$ cat config.mk
export PLATFORM = sky130hd
export DESIGN_NAME = dcw_decoder
export DESIGN_NICKNAME = d
export VERILOG_FILES = /design/src/verilog/dcw_pkg.sv /design/src/verilog/dcw_group.sv /design/src/verilog/dcw_decoder.sv
export SDC_FILE = /design/constraint.sdc
export NUM_CORES = 1
export LEC_CHECK = 0
export BUFFER_PORTS_ARGS = -buffer_cell sky130_fd_sc_hd__buf_4
export CAP_MARGIN = 20
export CORE_UTILIZATION = 40
export DETAILED_ROUTE_END_ITERATION = 8
export PLACE_DENSITY = 0.73
export SKIP_CTS_REPAIR_TIMING = 1
export SYNTH_ARGS = -nofsm -noshare
export SYNTH_HDL_FRONTEND = slang
export SYNTH_SLANG_ARGS = --single-unit
export TNS_END_PERCENT = 10
$ cat constraint.sdc
create_clock -name clk -period 2.8 [get_ports clk]
set_input_delay 0.56 -clock clk [delete_from_list [all_inputs] [get_ports clk]]
set_output_delay 0.56 -clock clk [all_outputs]
set_load 0.01 [all_outputs]
$ cat src/verilog/dcw_pkg.sv
// Purpose: Shared constants and carriers for the control word decoder
// Assumes: 16-bit primary and secondary control words, one update clock
// Notes:   Bit positions and telegram numbers are named here only
package dcw_pkg;

  // ==========================================================
  // Telegram numbers
  // ==========================================================
  localparam logic [7:0] TG_1   = 8'h01;
  localparam logic [7:0] TG_2   = 8'h02;
  localparam logic [7:0] TG_3   = 8'h03;
  localparam logic [7:0] TG_5   = 8'h05;
  localparam logic [7:0] TG_7   = 8'h07;
  localparam logic [7:0] TG_9   = 8'h09;
  localparam logic [7:0] TG_102 = 8'h66;
  localparam logic [7:0] TG_105 = 8'h69;
  localparam logic [7:0] TG_110 = 8'h6e;
  localparam logic [7:0] TG_111 = 8'h6f;

  // ==========================================================
  // Primary word bit positions
  // ==========================================================
  localparam int P_ON      = 0;
  localparam int P_NOCOAST = 1;
  localparam int P_NOQUICK = 2;
  localparam int P_OPEN    = 3;
  localparam int P_B4      = 4;
  localparam int P_B5      = 5;
  localparam int P_B6      = 6;
  localparam int P_ACK     = 7;
  localparam int P_JOG1    = 8;
  localparam int P_JOG2    = 9;
  localparam int P_CTRL    = 10;
  localparam int P_B11     = 11;
  localparam int P_BRAKE   = 12;
  localparam int P_TORQUE  = 14;

  // ==========================================================
  // Secondary word bit positions
  // ==========================================================
  localparam int S_BYPASS  = 4;
  localparam int S_INTINH  = 6;
  localparam int S_ENDSTOP = 8;
  localparam int S_SOL_LO  = 12;
  localparam int S_SOL_HI  = 15;

  // Configuration option bit that gates basic-group bit 11 and bypass
  localparam int CFG_EN    = 0;

  // ==========================================================
  // Types
  // ==========================================================
  // Telegram group, one-hot
  typedef enum logic [3:0] {
    DCW_GRP_NONE = 4'b0001,
    DCW_GRP_BAS  = 4'b0010,
    DCW_GRP_TRQ  = 4'b0100,
    DCW_GRP_POS  = 4'b1000
  } dcw_grp_t;

  // Decoded commands
  typedef struct packed {
    logic       pulse_allow;   // All enables present
    logic       ramp_stop;     // Brake on ramp generator
    logic       coast_stop;    // Immediate pulse suppression
    logic       quick_stop;    // Brake on quick-stop ramp
    logic       op_inhibit;    // Operation inhibited
    logic       switch_inhibit;// Switching on inhibited
    logic       rfg_out_zero;  // Ramp output forced to zero
    logic       rfg_freeze;    // Ramp output held
    logic       rfg_in_zero;   // Ramp input forced to zero
    logic       fault_ack;     // Acknowledge faults
    logic       sp_invert;     // Setpoint inversion
    logic       rfg_active;    // Ramp generator active flag
    logic       brake_open;    // Open holding brake
    logic       torque_mode;   // 1 torque, 0 speed control
    logic       rfg_bypass;    // Bypass ramp generator
    logic       int_inhibit;   // Speed integrator inhibit
    logic       task_reject;   // Reject traversing task
    logic       inter_stop;    // Intermediate stop
    logic       jog1;          // Jog 1 source
    logic       jog2;          // Jog 2 source
    logic       ref_start;     // Referencing running
    logic       endstop;       // Traverse to fixed endstop
    logic       in_control;    // Controller has control
    logic [3:0] sign_of_life;  // Master sign-of-life
  } dcw_cmd_t;

endpackage

$ cat src/verilog/dcw_group.sv
// Purpose: Map a telegram number to its group and secondary word flag
// Assumes: Telegram number is stable within a cycle
// Notes:   Purely combinational lookup
`timescale 1ns/1ps
module dcw_group (
  input  wire logic [7:0]       telegram,
  output dcw_pkg::dcw_grp_t     grp,
  output logic                  has_sec,
  output logic                  no_b456
);

  // ==========================================================
  // Group lookup
  // ==========================================================
  // Group and options per telegram
  always_comb begin
    grp     = dcw_pkg::DCW_GRP_NONE;
    has_sec = 1'b0;
    no_b456 = 1'b0;
    case (telegram)
      dcw_pkg::TG_1:   grp = dcw_pkg::DCW_GRP_BAS;
      dcw_pkg::TG_2,
      dcw_pkg::TG_3: begin
        grp     = dcw_pkg::DCW_GRP_BAS;
        has_sec = 1'b1;
      end
      dcw_pkg::TG_5: begin
        grp     = dcw_pkg::DCW_GRP_BAS;
        has_sec = 1'b1;
        no_b456 = 1'b1;
      end
      dcw_pkg::TG_102: begin
        grp     = dcw_pkg::DCW_GRP_TRQ;
        has_sec = 1'b1;
      end
      dcw_pkg::TG_105: begin
        grp     = dcw_pkg::DCW_GRP_TRQ;
        has_sec = 1'b1;
        no_b456 = 1'b1;
      end
      dcw_pkg::TG_7:   grp = dcw_pkg::DCW_GRP_POS;
      dcw_pkg::TG_9,
      dcw_pkg::TG_110,
      dcw_pkg::TG_111: begin
        grp     = dcw_pkg::DCW_GRP_POS;
        has_sec = 1'b1;
      end
      default: grp = dcw_pkg::DCW_GRP_NONE;
    endcase
  end

endmodule // dcw_group

$ cat src/verilog/dcw_decoder.sv
// Purpose: Decode primary and secondary control words into commands
// Assumes: Words arrive on clk with a one-cycle update strobe
// Notes:   Outputs are registered; one cycle after the strobe
//
// Summary of operation
// - Telegram number picks bit map group
// - Bit0 low: ramp stop, then ready state
// - Bit1 low: coast stop, inhibit switch on
// - Bit2 low: quick-stop ramp, inhibit switch on
// - Bit3 is operation enable
// - Speed groups: bit4 low zeroes ramp output
// - Speed groups: bit5 low freezes ramp
// - Speed groups: bit6 low zeroes ramp input
// - Bit7 requests fault acknowledge
// - Bit10 low: ignore controller commands
// - Telegrams 5, 105 ignore bits 4-6
// - Basic group: bit11 inverts setpoint, option-gated
// - Torque group: bit11 ramp active, bit12 brake
// - Torque group: bit14 selects torque control
// - Torque group: secondary bit4 bypass, option-gated
// - Torque group: secondary bit6 integrator inhibit
// - Positioning: bit4 low rejects traversing task
// - Positioning: bit5 low intermediate stop
// - Positioning: bits 8, 9 jog sources
// - Positioning: bit11 starts referencing
// - Secondary bit8 traverse to fixed endstop
// - Secondary bits 12-15 master sign-of-life
`timescale 1ns/1ps
module dcw_decoder (
  input  wire logic             clk,
  input  wire logic             rst_b,
  input  wire logic             word_valid,
  input  wire logic [15:0]      primary_control_word,
  input  wire logic [15:0]      secondary_control_word,
  input  wire logic [7:0]       telegram,
  input  wire logic [15:0]      configuration_option_parameter,
  output dcw_pkg::dcw_cmd_t     cmd,
  output logic                  sol_error
);

  // ==========================================================
  // State
  // ==========================================================
  typedef struct packed {
    dcw_pkg::dcw_cmd_t cmd;     // Decoded commands
    logic              sol_err; // Sign-of-life skipped
    logic              sol_seen;// Sign-of-life reference valid
  } dcw_state_t;

  dcw_state_t        st_q;      // Registered state
  dcw_state_t        st_d;      // Next state
  dcw_pkg::dcw_grp_t grp;       // Active group
  logic              has_sec;   // Secondary word present
  logic              no_b456;   // Bits 4 to 6 disabled

  // Safe command set: pulses blocked, switching on inhibited
  localparam dcw_pkg::dcw_cmd_t CMD_RESET = '{
    ramp_stop: 1'b1, coast_stop: 1'b1, switch_inhibit: 1'b1,
    op_inhibit: 1'b1, rfg_out_zero: 1'b1, rfg_in_zero: 1'b1,
    task_reject: 1'b1, inter_stop: 1'b1, default: 1'b0};

  // ==========================================================
  // Group lookup
  // ==========================================================
  dcw_group i_dcw_group (
    .telegram (telegram),
    .grp      (grp),
    .has_sec  (has_sec),
    .no_b456  (no_b456)
  );

  // ==========================================================
  // Next-state decode
  // ==========================================================
  // Decode words on each update strobe
  always_comb begin
    logic [15:0] p;
    logic [15:0] s;
    logic        cfg;
    logic        spd;
    logic [3:0]  sol;
    p   = primary_control_word;
    s   = secondary_control_word;
    cfg = configuration_option_parameter[dcw_pkg::CFG_EN];
    spd = (grp == dcw_pkg::DCW_GRP_BAS) || (grp == dcw_pkg::DCW_GRP_TRQ);
    sol = s[dcw_pkg::S_SOL_HI:dcw_pkg::S_SOL_LO];
    st_d = st_q;
    // Reserved bits are never read below
    if (word_valid && grp != dcw_pkg::DCW_GRP_NONE) begin
      if (!p[dcw_pkg::P_CTRL]) begin
        // Controller not in control: commands ignored
        st_d.cmd.in_control = 1'b0;
      end else begin
        st_d.cmd = '0;
        st_d.cmd.in_control = 1'b1;
        // Stop modes, common to every group
        st_d.cmd.ramp_stop  = ~p[dcw_pkg::P_ON];
        st_d.cmd.coast_stop = ~p[dcw_pkg::P_NOCOAST];
        st_d.cmd.quick_stop = ~p[dcw_pkg::P_NOQUICK];
        st_d.cmd.op_inhibit = ~p[dcw_pkg::P_OPEN];
        st_d.cmd.switch_inhibit = ~p[dcw_pkg::P_NOCOAST]
                                | ~p[dcw_pkg::P_NOQUICK];
        st_d.cmd.pulse_allow = p[dcw_pkg::P_ON]
                             & p[dcw_pkg::P_NOCOAST]
                             & p[dcw_pkg::P_NOQUICK]
                             & p[dcw_pkg::P_OPEN];
        st_d.cmd.fault_ack  = p[dcw_pkg::P_ACK];
        // Ramp generator bits, speed groups only
        if (spd && !no_b456) begin
          st_d.cmd.rfg_out_zero = ~p[dcw_pkg::P_B4];
          st_d.cmd.rfg_freeze   = ~p[dcw_pkg::P_B5];
          st_d.cmd.rfg_in_zero  = ~p[dcw_pkg::P_B6];
        end
        case (grp)
          dcw_pkg::DCW_GRP_BAS: begin
            st_d.cmd.sp_invert = cfg & p[dcw_pkg::P_B11];
          end
          dcw_pkg::DCW_GRP_TRQ: begin
            st_d.cmd.rfg_active  = p[dcw_pkg::P_B11];
            st_d.cmd.brake_open  = p[dcw_pkg::P_BRAKE];
            st_d.cmd.torque_mode = p[dcw_pkg::P_TORQUE];
            st_d.cmd.rfg_bypass  = cfg & s[dcw_pkg::S_BYPASS];
            st_d.cmd.int_inhibit = s[dcw_pkg::S_INTINH];
          end
          dcw_pkg::DCW_GRP_POS: begin
            st_d.cmd.task_reject = ~p[dcw_pkg::P_B4];
            st_d.cmd.inter_stop  = ~p[dcw_pkg::P_B5];
            st_d.cmd.jog1        = p[dcw_pkg::P_JOG1];
            st_d.cmd.jog2        = p[dcw_pkg::P_JOG2];
            st_d.cmd.ref_start   = p[dcw_pkg::P_B11];
          end
          default: st_d.cmd.in_control = 1'b1;
        endcase
        if (has_sec) begin
          st_d.cmd.endstop      = s[dcw_pkg::S_ENDSTOP];
          st_d.cmd.sign_of_life = sol;
          // Flag a lost update when the count does not step by one
          st_d.sol_err  = st_q.sol_seen &&
                          (sol != st_q.cmd.sign_of_life + 4'h1);
          st_d.sol_seen = 1'b1;
        end else begin
          st_d.sol_err  = 1'b0;
          st_d.sol_seen = 1'b0;
        end
      end
    end
  end

  // ==========================================================
  // State register
  // ==========================================================
  // Registers the whole state
  always_ff @(posedge clk or negedge rst_b) begin
    if (!rst_b) begin
      st_q.cmd      <= CMD_RESET;
      st_q.sol_err  <= 1'b0;
      st_q.sol_seen <= 1'b0;
    end else begin
      st_q <= st_d;
    end
  end

  // Outputs straight from flip-flops
  assign cmd       = st_q.cmd;
  assign sol_error = st_q.sol_err;

endmodule // dcw_decoder

==> metrics.csv, run 1 <==
stage,metric,value,unit
worst_setup_path,arrival,2.32,ns
final_layout,finalInstanceArea,0.00217,mm^2
worst_setup_path,cp-startpoint,telegram[7],
synth,yosys.area.top_type,dfrtp_1,
global_routing,grt_pass1_vias,1277,
final_layout,seq_area,736,um^2
worst_setup_path,crit_type,in2reg,
clocking,cts-root-buf,clkbuf_8,
final_layout,num_antenna_cells,0,
final_layout,n_fill_cell,423,
synth,ys_seq_area_frac,0.406,
drt,via_per_inst,4.86,
worst_setup_path,reg2reg_setup_slack,1.26,ns
global_routing,grt_usage,0.158,
global_routing,grt_pass1_wl,6000,um
worst_setup_path,cp-start-kind,input port,
clocking,htree_levels,2,
drt,drc_errors,0,
synth,yosys_warnings,0,
drt,vias,1288,
worst_setup_path,cp-endpoint,cmd[13],
power_and_ir_drop,power.density,661,mW/mm^2
sta,hold_viol,0,
global_routing,grt_max_degree,30,
worst_setup_path,r2r_cells,4,
drt,dr.pass1.iters,3,
placed_design,place.gp.congestion,0.787,
sta,rsz0062_at_grt,false,
sta,period_minus_slack,2.12,ns
synth,synth.area.top_cells,"dfrtp_1 29%, buf_4 12%, dfstp_2 12%, mux2i_1 9.4%, inv_1 6.4%",
floorplan,die_x,69.3,um
clocking,numCtsBuffers,5,
worst_setup_path,cp-end-kind,flip-flop,
synth,synth_nets,237,
synth,yosysUniqueCellTypes,38,
sta,relSlewSlack,0.684,
floorplan,start_util,0.417,
floorplan,rows,24,
placed_design,dpl-instance-area,0.00207,mm^2
sta,finalClockSkew,0.00362,ns
final_layout,finalNetCount,272,
worst_setup_path,critPathMaxFanout,27,
sta,setup_viol,0,
synth,synth_area_per_cell,10.2,um^2
synth,synth_top_area_frac,0.290,
global_routing,overflow,0,
synth,netlist_area,0.00181,mm^2
drt,drtIter0Drc,27,
clocking,insertion_delay,0.28,ns
worst_setup_path,cp_data_required_time,2.99,ns
clocking,cts_tree,done,
floorplan,coreArea,0.00435,mm^2
flow_run,timing.max_cap.violations,0,
worst_setup_path,rr_startpoint,cmd[0],
placed_design,dp.final_hpwl,2510,um
global_routing,grt_antenna_before_repair,0,
placed_design,io_buffers,60,
final_layout,multi_input_area,697,um^2
drt,drt_wl_total,3440,um
synth,ys_ff_latch,29,
drt,antenna_left,0,
power_and_ir_drop,leakage,0.00106,uW
clocking,clock_sinks,29,
power_and_ir_drop,ir_drop,0.000237,V
synth,syn_inst,177,
floorplan,die_y,69.3,um
run_status,status,finished clean,
final_layout,fin_cells,265,
drt,wl_per_cell,13.0,um
worst_setup_path,rr_endpoint,sol_error,
sta,fmax,471,MHz
final_layout,synthToLayoutAreaGrowth,19.8,%
final_layout,drive_gt1_frac,0.399,
worst_hold_path,hold_path.class,in2async,
clocking,cts_buffer_depth,2,
floorplan,pin_count,87,
sta,fin_setup_tns,0,ns
placed_design,dp_cells,257,
sta,fin_crit_sh,0.759,
sta,report.final.slew_viol_count,0,
sta,tightest_slew,0.473,ns
clocking,clkSlewWorstSetupHoldPaths,0.06,ns
floorplan,die-area,0.00481,mm^2
-- cells in the mapped netlist --
cell and count:
nand3_1 2, dfstp_2 8, o31ai_1 1, or4_4 1
buf_12 2, and3_1 2, o22a_1 1, o2111a_1 1
o32ai_1 6, a21o_1 1, nor3_1 1, o31a_1 1
nand2_1 8, or3b_1 1, inv_1 31, ha_1 1
o22ai_1 1, nand4bb_1 3, nor2b_1 1, mux2_4 4
nor2_4 1, a21oi_1 2, nand4_1 1, nand4b_1 1
dfrtp_1 21, nor4_1 1, xor2_1 2, xnor2_1 5
o311a_4 1, buf_2 3, nor2_1 4, mux2i_1 17
o21ai_0 5, a2111oi_2 1, buf_4 28, o21bai_1 5
o21a_1 1, o41ai_1 1
-- routing by layer --
layer	routed length (um)	GRT usage
met1	1650	0.219
met2	1540	0.241
met3	189	0.0407
met4	53	0.0544
met5	0	0
-- cell type report --
type                            instances  area share
Tap cell                               52      0.0299
Clock inverter                          1     0.00230
Multi-Input combinational cell         84       0.321
Inverter                               31      0.0535
Timing Repair Buffer                   61       0.211
Sequential cell                        29       0.339
Clock buffer                            7      0.0443
-- per-stage QoR --
step           power [uW]  hold WS, ns  worst slack, ns   util
2_1_floorplan         966        0.264            0.816      -
3_3_place_gp         1060        0.453            0.408  0.476
3_5_place_dp         1080        0.458            0.356  0.476
4_1_cts              1460        0.203            0.654  0.499
5_1_grt              1540        0.217            0.511  0.499
6_report             1440        0.189            0.675  0.499
-- cells in the final DEF (no fill, tap or decap), types with 2 or more instances in the layout --
cell	instances
o21ai_0	5
nand3_1	2
mux2_4	4
xor2_1	2
nand4bb_1	3
xnor2_1	5
nand2_1	8
a21oi_1	2
o21bai_1	5
buf_4	61
inv_1	31
o32ai_1	6
nor2_1	4
dfstp_2	8
mux2i_1	17
and3_1	2
clkbuf_8	7
dfrtp_1	21
-- power breakdown --
part / switching [uW] / leakage, uW / internal (uW)
sequential: 68.2 / 0.000327 / 545
combinational: 199 / 0.000678 / 250
clock: 152 / 0.0000542 / 222
-- sequential cells by signal, summed over array words and instances (netlist names) --
| name | cells |
|---|---|
| st_q | 1 |
| cmd | 27 |
| sol_error | 1 |
-- critical path, stage by stage --
cell	delay, ns
buf_4	0.12
nand4bb_1	0.30
nor3_1	0.39
o311a_4	0.52
buf_4	0.22
mux2i_1	0.19
-- logic make-up after synthesis --
logic type | synth area share
muxes | 0.127
buffers and inverters | 0.210
AOI/OAI and AO/OA | 0.126
DFF | 0.406
adders and majority gates | 0.00690
and+or+nand+nor | 0.0910
xor gates and xnor gates | 0.0338
-- worst min-delay path by stage --
stage	from	to	slack (ns)
2_1_floorplan	rst_b	cmd[0]	0.26
3_3_place_gp	cmd[22]	cmd[22]	0.45
3_5_place_dp	cmd[24]	cmd[24]	0.46
4_1_cts	rst_b	sol_error	0.20
5_1_grt	rst_b	sol_error	0.22
6_report	rst_b	sol_error	0.19
(Power assumes the default switching activity.)
==> run 2, diff against run 1 <==
ABC_AREA = 1   (was default)
PLACE_DENSITY = 0.76   (was 0.73)
clock period = 1.76 ns   (was 2.8 ns; I/O delays follow)
==> run 2 against run 1 <==
Net effect:
- the run now ends with negative hold slack left
- register-to-register slack lost 0.91 ns
- cell area fell by 0.12%
- synthesized area shrank 2.4%
- cell count grew 18%
- sequential cell count unchanged
==> metrics.csv, run 2 <==
stage,metric,value,unit,change
run_status,status,"finished, violations left",,
run_status,violations,negative hold slack,,
clocking,numCtsBuffers,5,,unchanged
synth,yosys.area.top_type,dfrtp_1,,
floorplan,pin_count,87,,unchanged
sta,period_minus_slack,1.43,ns,
sta,fin_crit_sh,0.810,,
sta,report.final.slew_viol_count,0,,unchanged
drt,via_per_inst,4.48,,-7.8%
worst_setup_path,cp-start-kind,input port,,
worst_setup_path,rr_startpoint,cmd[0],,
worst_hold_path,hold_path.class,in2async,,
power_and_ir_drop,seqPwrFrac,0.467,,+0.040
placed_design,dp.final_hpwl,2560,um,+2.0%
worst_setup_path,r2r_cells,10,,+6
synth,synth_area_per_cell,7.97,um^2,-22%
drt,dr.pass1.iters,4,,+1
worst_setup_path,critPathMaxFanout,23,,-15%
worst_setup_path,crit_type,in2reg,,
worst_setup_path,reg2reg_setup_slack,0.35,ns,-0.91 ns
global_routing,grt_pass1_wl,5330,um,-11%
power_and_ir_drop,clockPowerShare,0.376,,+0.116
final_layout,num_antenna_cells,0,,unchanged
global_routing,grt_usage,0.158,,about the same
synth,yosys_warnings,0,,unchanged
floorplan,rows,23,,-4.2%
final_layout,finalNetCount,321,,+18%
final_layout,final_cell_mix,"79 x nand2_1, 64 x buf_4, 21 x dfrtp_1",,
power_and_ir_drop,swShare,0.243,,-0.0491
power_and_ir_drop,internal_power,1210,uW,+18%
placed_design,io_buffers,60,,unchanged
final_layout,n_fill_cell,409,,-3.3%
synth,synth_enable_flop_cells,0,,unchanged
final_layout,synthToLayoutAreaGrowth,22.6,%,
clocking,clkSlewWorstSetupHoldPaths,0.06,ns,about the same
worst_setup_path,cp_data_required_time,1.92,ns,-1.07 ns
final_layout,fin_util,0.528,,+0.0284
placed_design,place.gp.congestion,0.763,,-3.0%
clocking,htree_levels,2,,unchanged
synth,synthTopCellsByCount,"79 x nand2_1, 27 x buf_4, 21 x dfrtp_1",,
sta,whs,-0.0194,ns,-0.208 ns
sta,fin_setup_tns,0,ns,unchanged
floorplan,coreArea,0.00412,mm^2,-5.5%
sta,hold_viol,21,,+21
drt,drtIter0Drc,84,,+210%
synth,synth_top_area_frac,0.297,,+0.00716
synth,yosysUniqueCellTypes,25,,-34%
clocking,clock_sinks,29,,unchanged
sta,fmax,701,MHz,
final_layout,final_common_cell,nand2_1,,
sta,finalClockSkew,0.000437,ns,-0.00319 ns
sta,relSlewSlack,0.752,,+0.0676
clocking,cts_buffer_depth,2,,unchanged
drt,drt_wl_total,3350,um,-2.5%
sta,tightest_slew,0.372,ns,-0.100 ns
synth,ys_seq_area_frac,0.416,,+0.0100
floorplan,die_x,68.5,um,-1.2%
floorplan,die-area,0.00470,mm^2,-2.3%
power_and_ir_drop,power.density,733,mW/mm^2,+11%
power_and_ir_drop,p_sw,386,uW,-7.8%
synth,async_flop_share,1.00,,unchanged
synth,synth_nets,282,,+19%
worst_setup_path,arrival,1.58,ns,-0.74 ns
synth,ys_ff_latch,29,,unchanged
final_layout,largest_reg_flops,27,,unchanged
worst_setup_path,cp-startpoint,telegram[5],,
global_routing,grt_max_degree,30,,unchanged
worst_setup_path,rr_endpoint,sol_error,,
synth,synth_flop_cell,dfrtp_1,,
floorplan,die_y,68.5,um,-1.2%
sta,rsz0062_at_grt,false,,
clocking,insertion_delay,0.28,ns,about the same
worst_setup_path,cp-end-kind,flip-flop,,
floorplan,start_util,0.430,,+0.0136
drt,antenna_left,0,,unchanged
power_and_ir_drop,leakage,0.00112,uW,+6.0%
clocking,cts-root-buf,clkbuf_8,,
drt,wl_per_cell,10.7,um,-17%
power_and_ir_drop,pwr-share-comb,0.157,,-0.156
final_layout,max_flop_register,cmd,,
global_routing,grt_pass1_vias,1244,,-2.6%
final_layout,drive_gt1_frac,0.412,,+0.0132
global_routing,grt_antenna_before_repair,0,,unchanged
final_layout,fin_cells,312,,+18%
drt,drc_errors,0,,unchanged
flow_run,timing.max_cap.violations,0,,unchanged
synth,synth.area.top_cells,"dfrtp_1 30%, nand2_1 17%, dfstp_2 12%, buf_4 11%, o21ai_2 8.9%",,
drt,vias,1398,,+8.5%
synth,netlist_area,0.00177,mm^2,-2.4%
sta,setup_viol,0,,unchanged
power_and_ir_drop,ir_drop,0.000255,V,+7.6%
synth,syn_inst,222,,+25%
clocking,cts_tree,done,,
synth,yosysMostFrequentCell,nand2_1,,
global_routing,overflow,0,,unchanged
placed_design,dp_cells,304,,+18%
-- run 2: cell count changes in the layout (fill, tap and decap cells not counted), sizes merged, moves of 3 or more --
cell | before | now
buf | 61 | 65
inv | 31 | 19
mux2 | 4 | 0
mux2i | 17 | 0
nand2 | 8 | 81
nand3 | 2 | 8
nand4bb | 3 | 0
nor2 | 5 | 16
o21ai | 5 | 27
o21bai | 5 | 0
o32ai | 6 | 0
xnor2 | 5 | 1
-- run 2: per-stage QoR --
stage	instance area [um^2]	worst slack, ns	power [uW]	hold slack [ns]
2_1_floorplan	1770	0.304	907	0.0564
3_3_place_gp	2070	0.0654	1000	0.296
3_5_place_dp	2070	0.0433	1010	0.300
4_1_cts	2170	0.333	1620	-0.00238
5_1_grt	2170	0.165	1690	0.00831
6_report	2170	0.334	1590	-0.0194
-- run 2: cells by family after synthesis --
family,after synthesis,synth area share
DFF,29,0.416
xor gates and xnor gates,2,0.00990
buffers and inverters,52,0.189
AOI/OAI and AO/OA,30,0.126
and+or+nand+nor,108,0.252
adders and majority gates,1,0.00707
-- run 2: power by group through the flow --
stage               combinational [uW]  clock, uW  sequential, uW
finish                             250        598             743
global placement                   251          0             752
detailed placement                 255          0             754
floorplan                          159          0             748
global route                       283        655             749
CTS                                256        616             744
-- run 2: worst max path at each step --
stage | slack (ns) | to
floorplan | 0.30 | cmd[16]
global placement | 0.07 | cmd[7]
detailed placement | 0.04 | cmd[19]
finish | 0.33 | cmd[5]
global route | 0.17 | cmd[7]
CTS | 0.33 | cmd[19]
-- run 2: layout make-up --
| class | count | area, um^2 | area share |
|---|---|---|---|
| flip-flops and latches | 29 | 736 | 0.339 |
| multi-input cells | 141 | 699 | 0.322 |
| clock buffers | 7 | 96.3 | 0.0444 |
| repair buffers | 65 | 500 | 0.231 |
| well taps | 50 | 62.6 | 0.0288 |
| inverters | 19 | 71.3 | 0.0329 |
| clock inverters | 1 | 5.00 | 0.00231 |
-- run 2: metal layers --
metal	vias to the layer above	global-route usage	part of all wire
met2	39	0.262	0.50
met3	8	0.0378	0.056
met5	-	0	0
met4	0	0.0938	0.024
met1	614	0.185	0.42
li1	737	-	-
-- run 2: worst max-delay path, stage by stage --
cell	delay, ns
buf_4	0.12
nor2_1	0.14
nand2_1	0.07
nor2_1	0.19
nor2_1	0.11
nand3_2	0.11
nand3_2	0.11
buf_4	0.24
nand2_1	0.07
o21ai_0	0.07
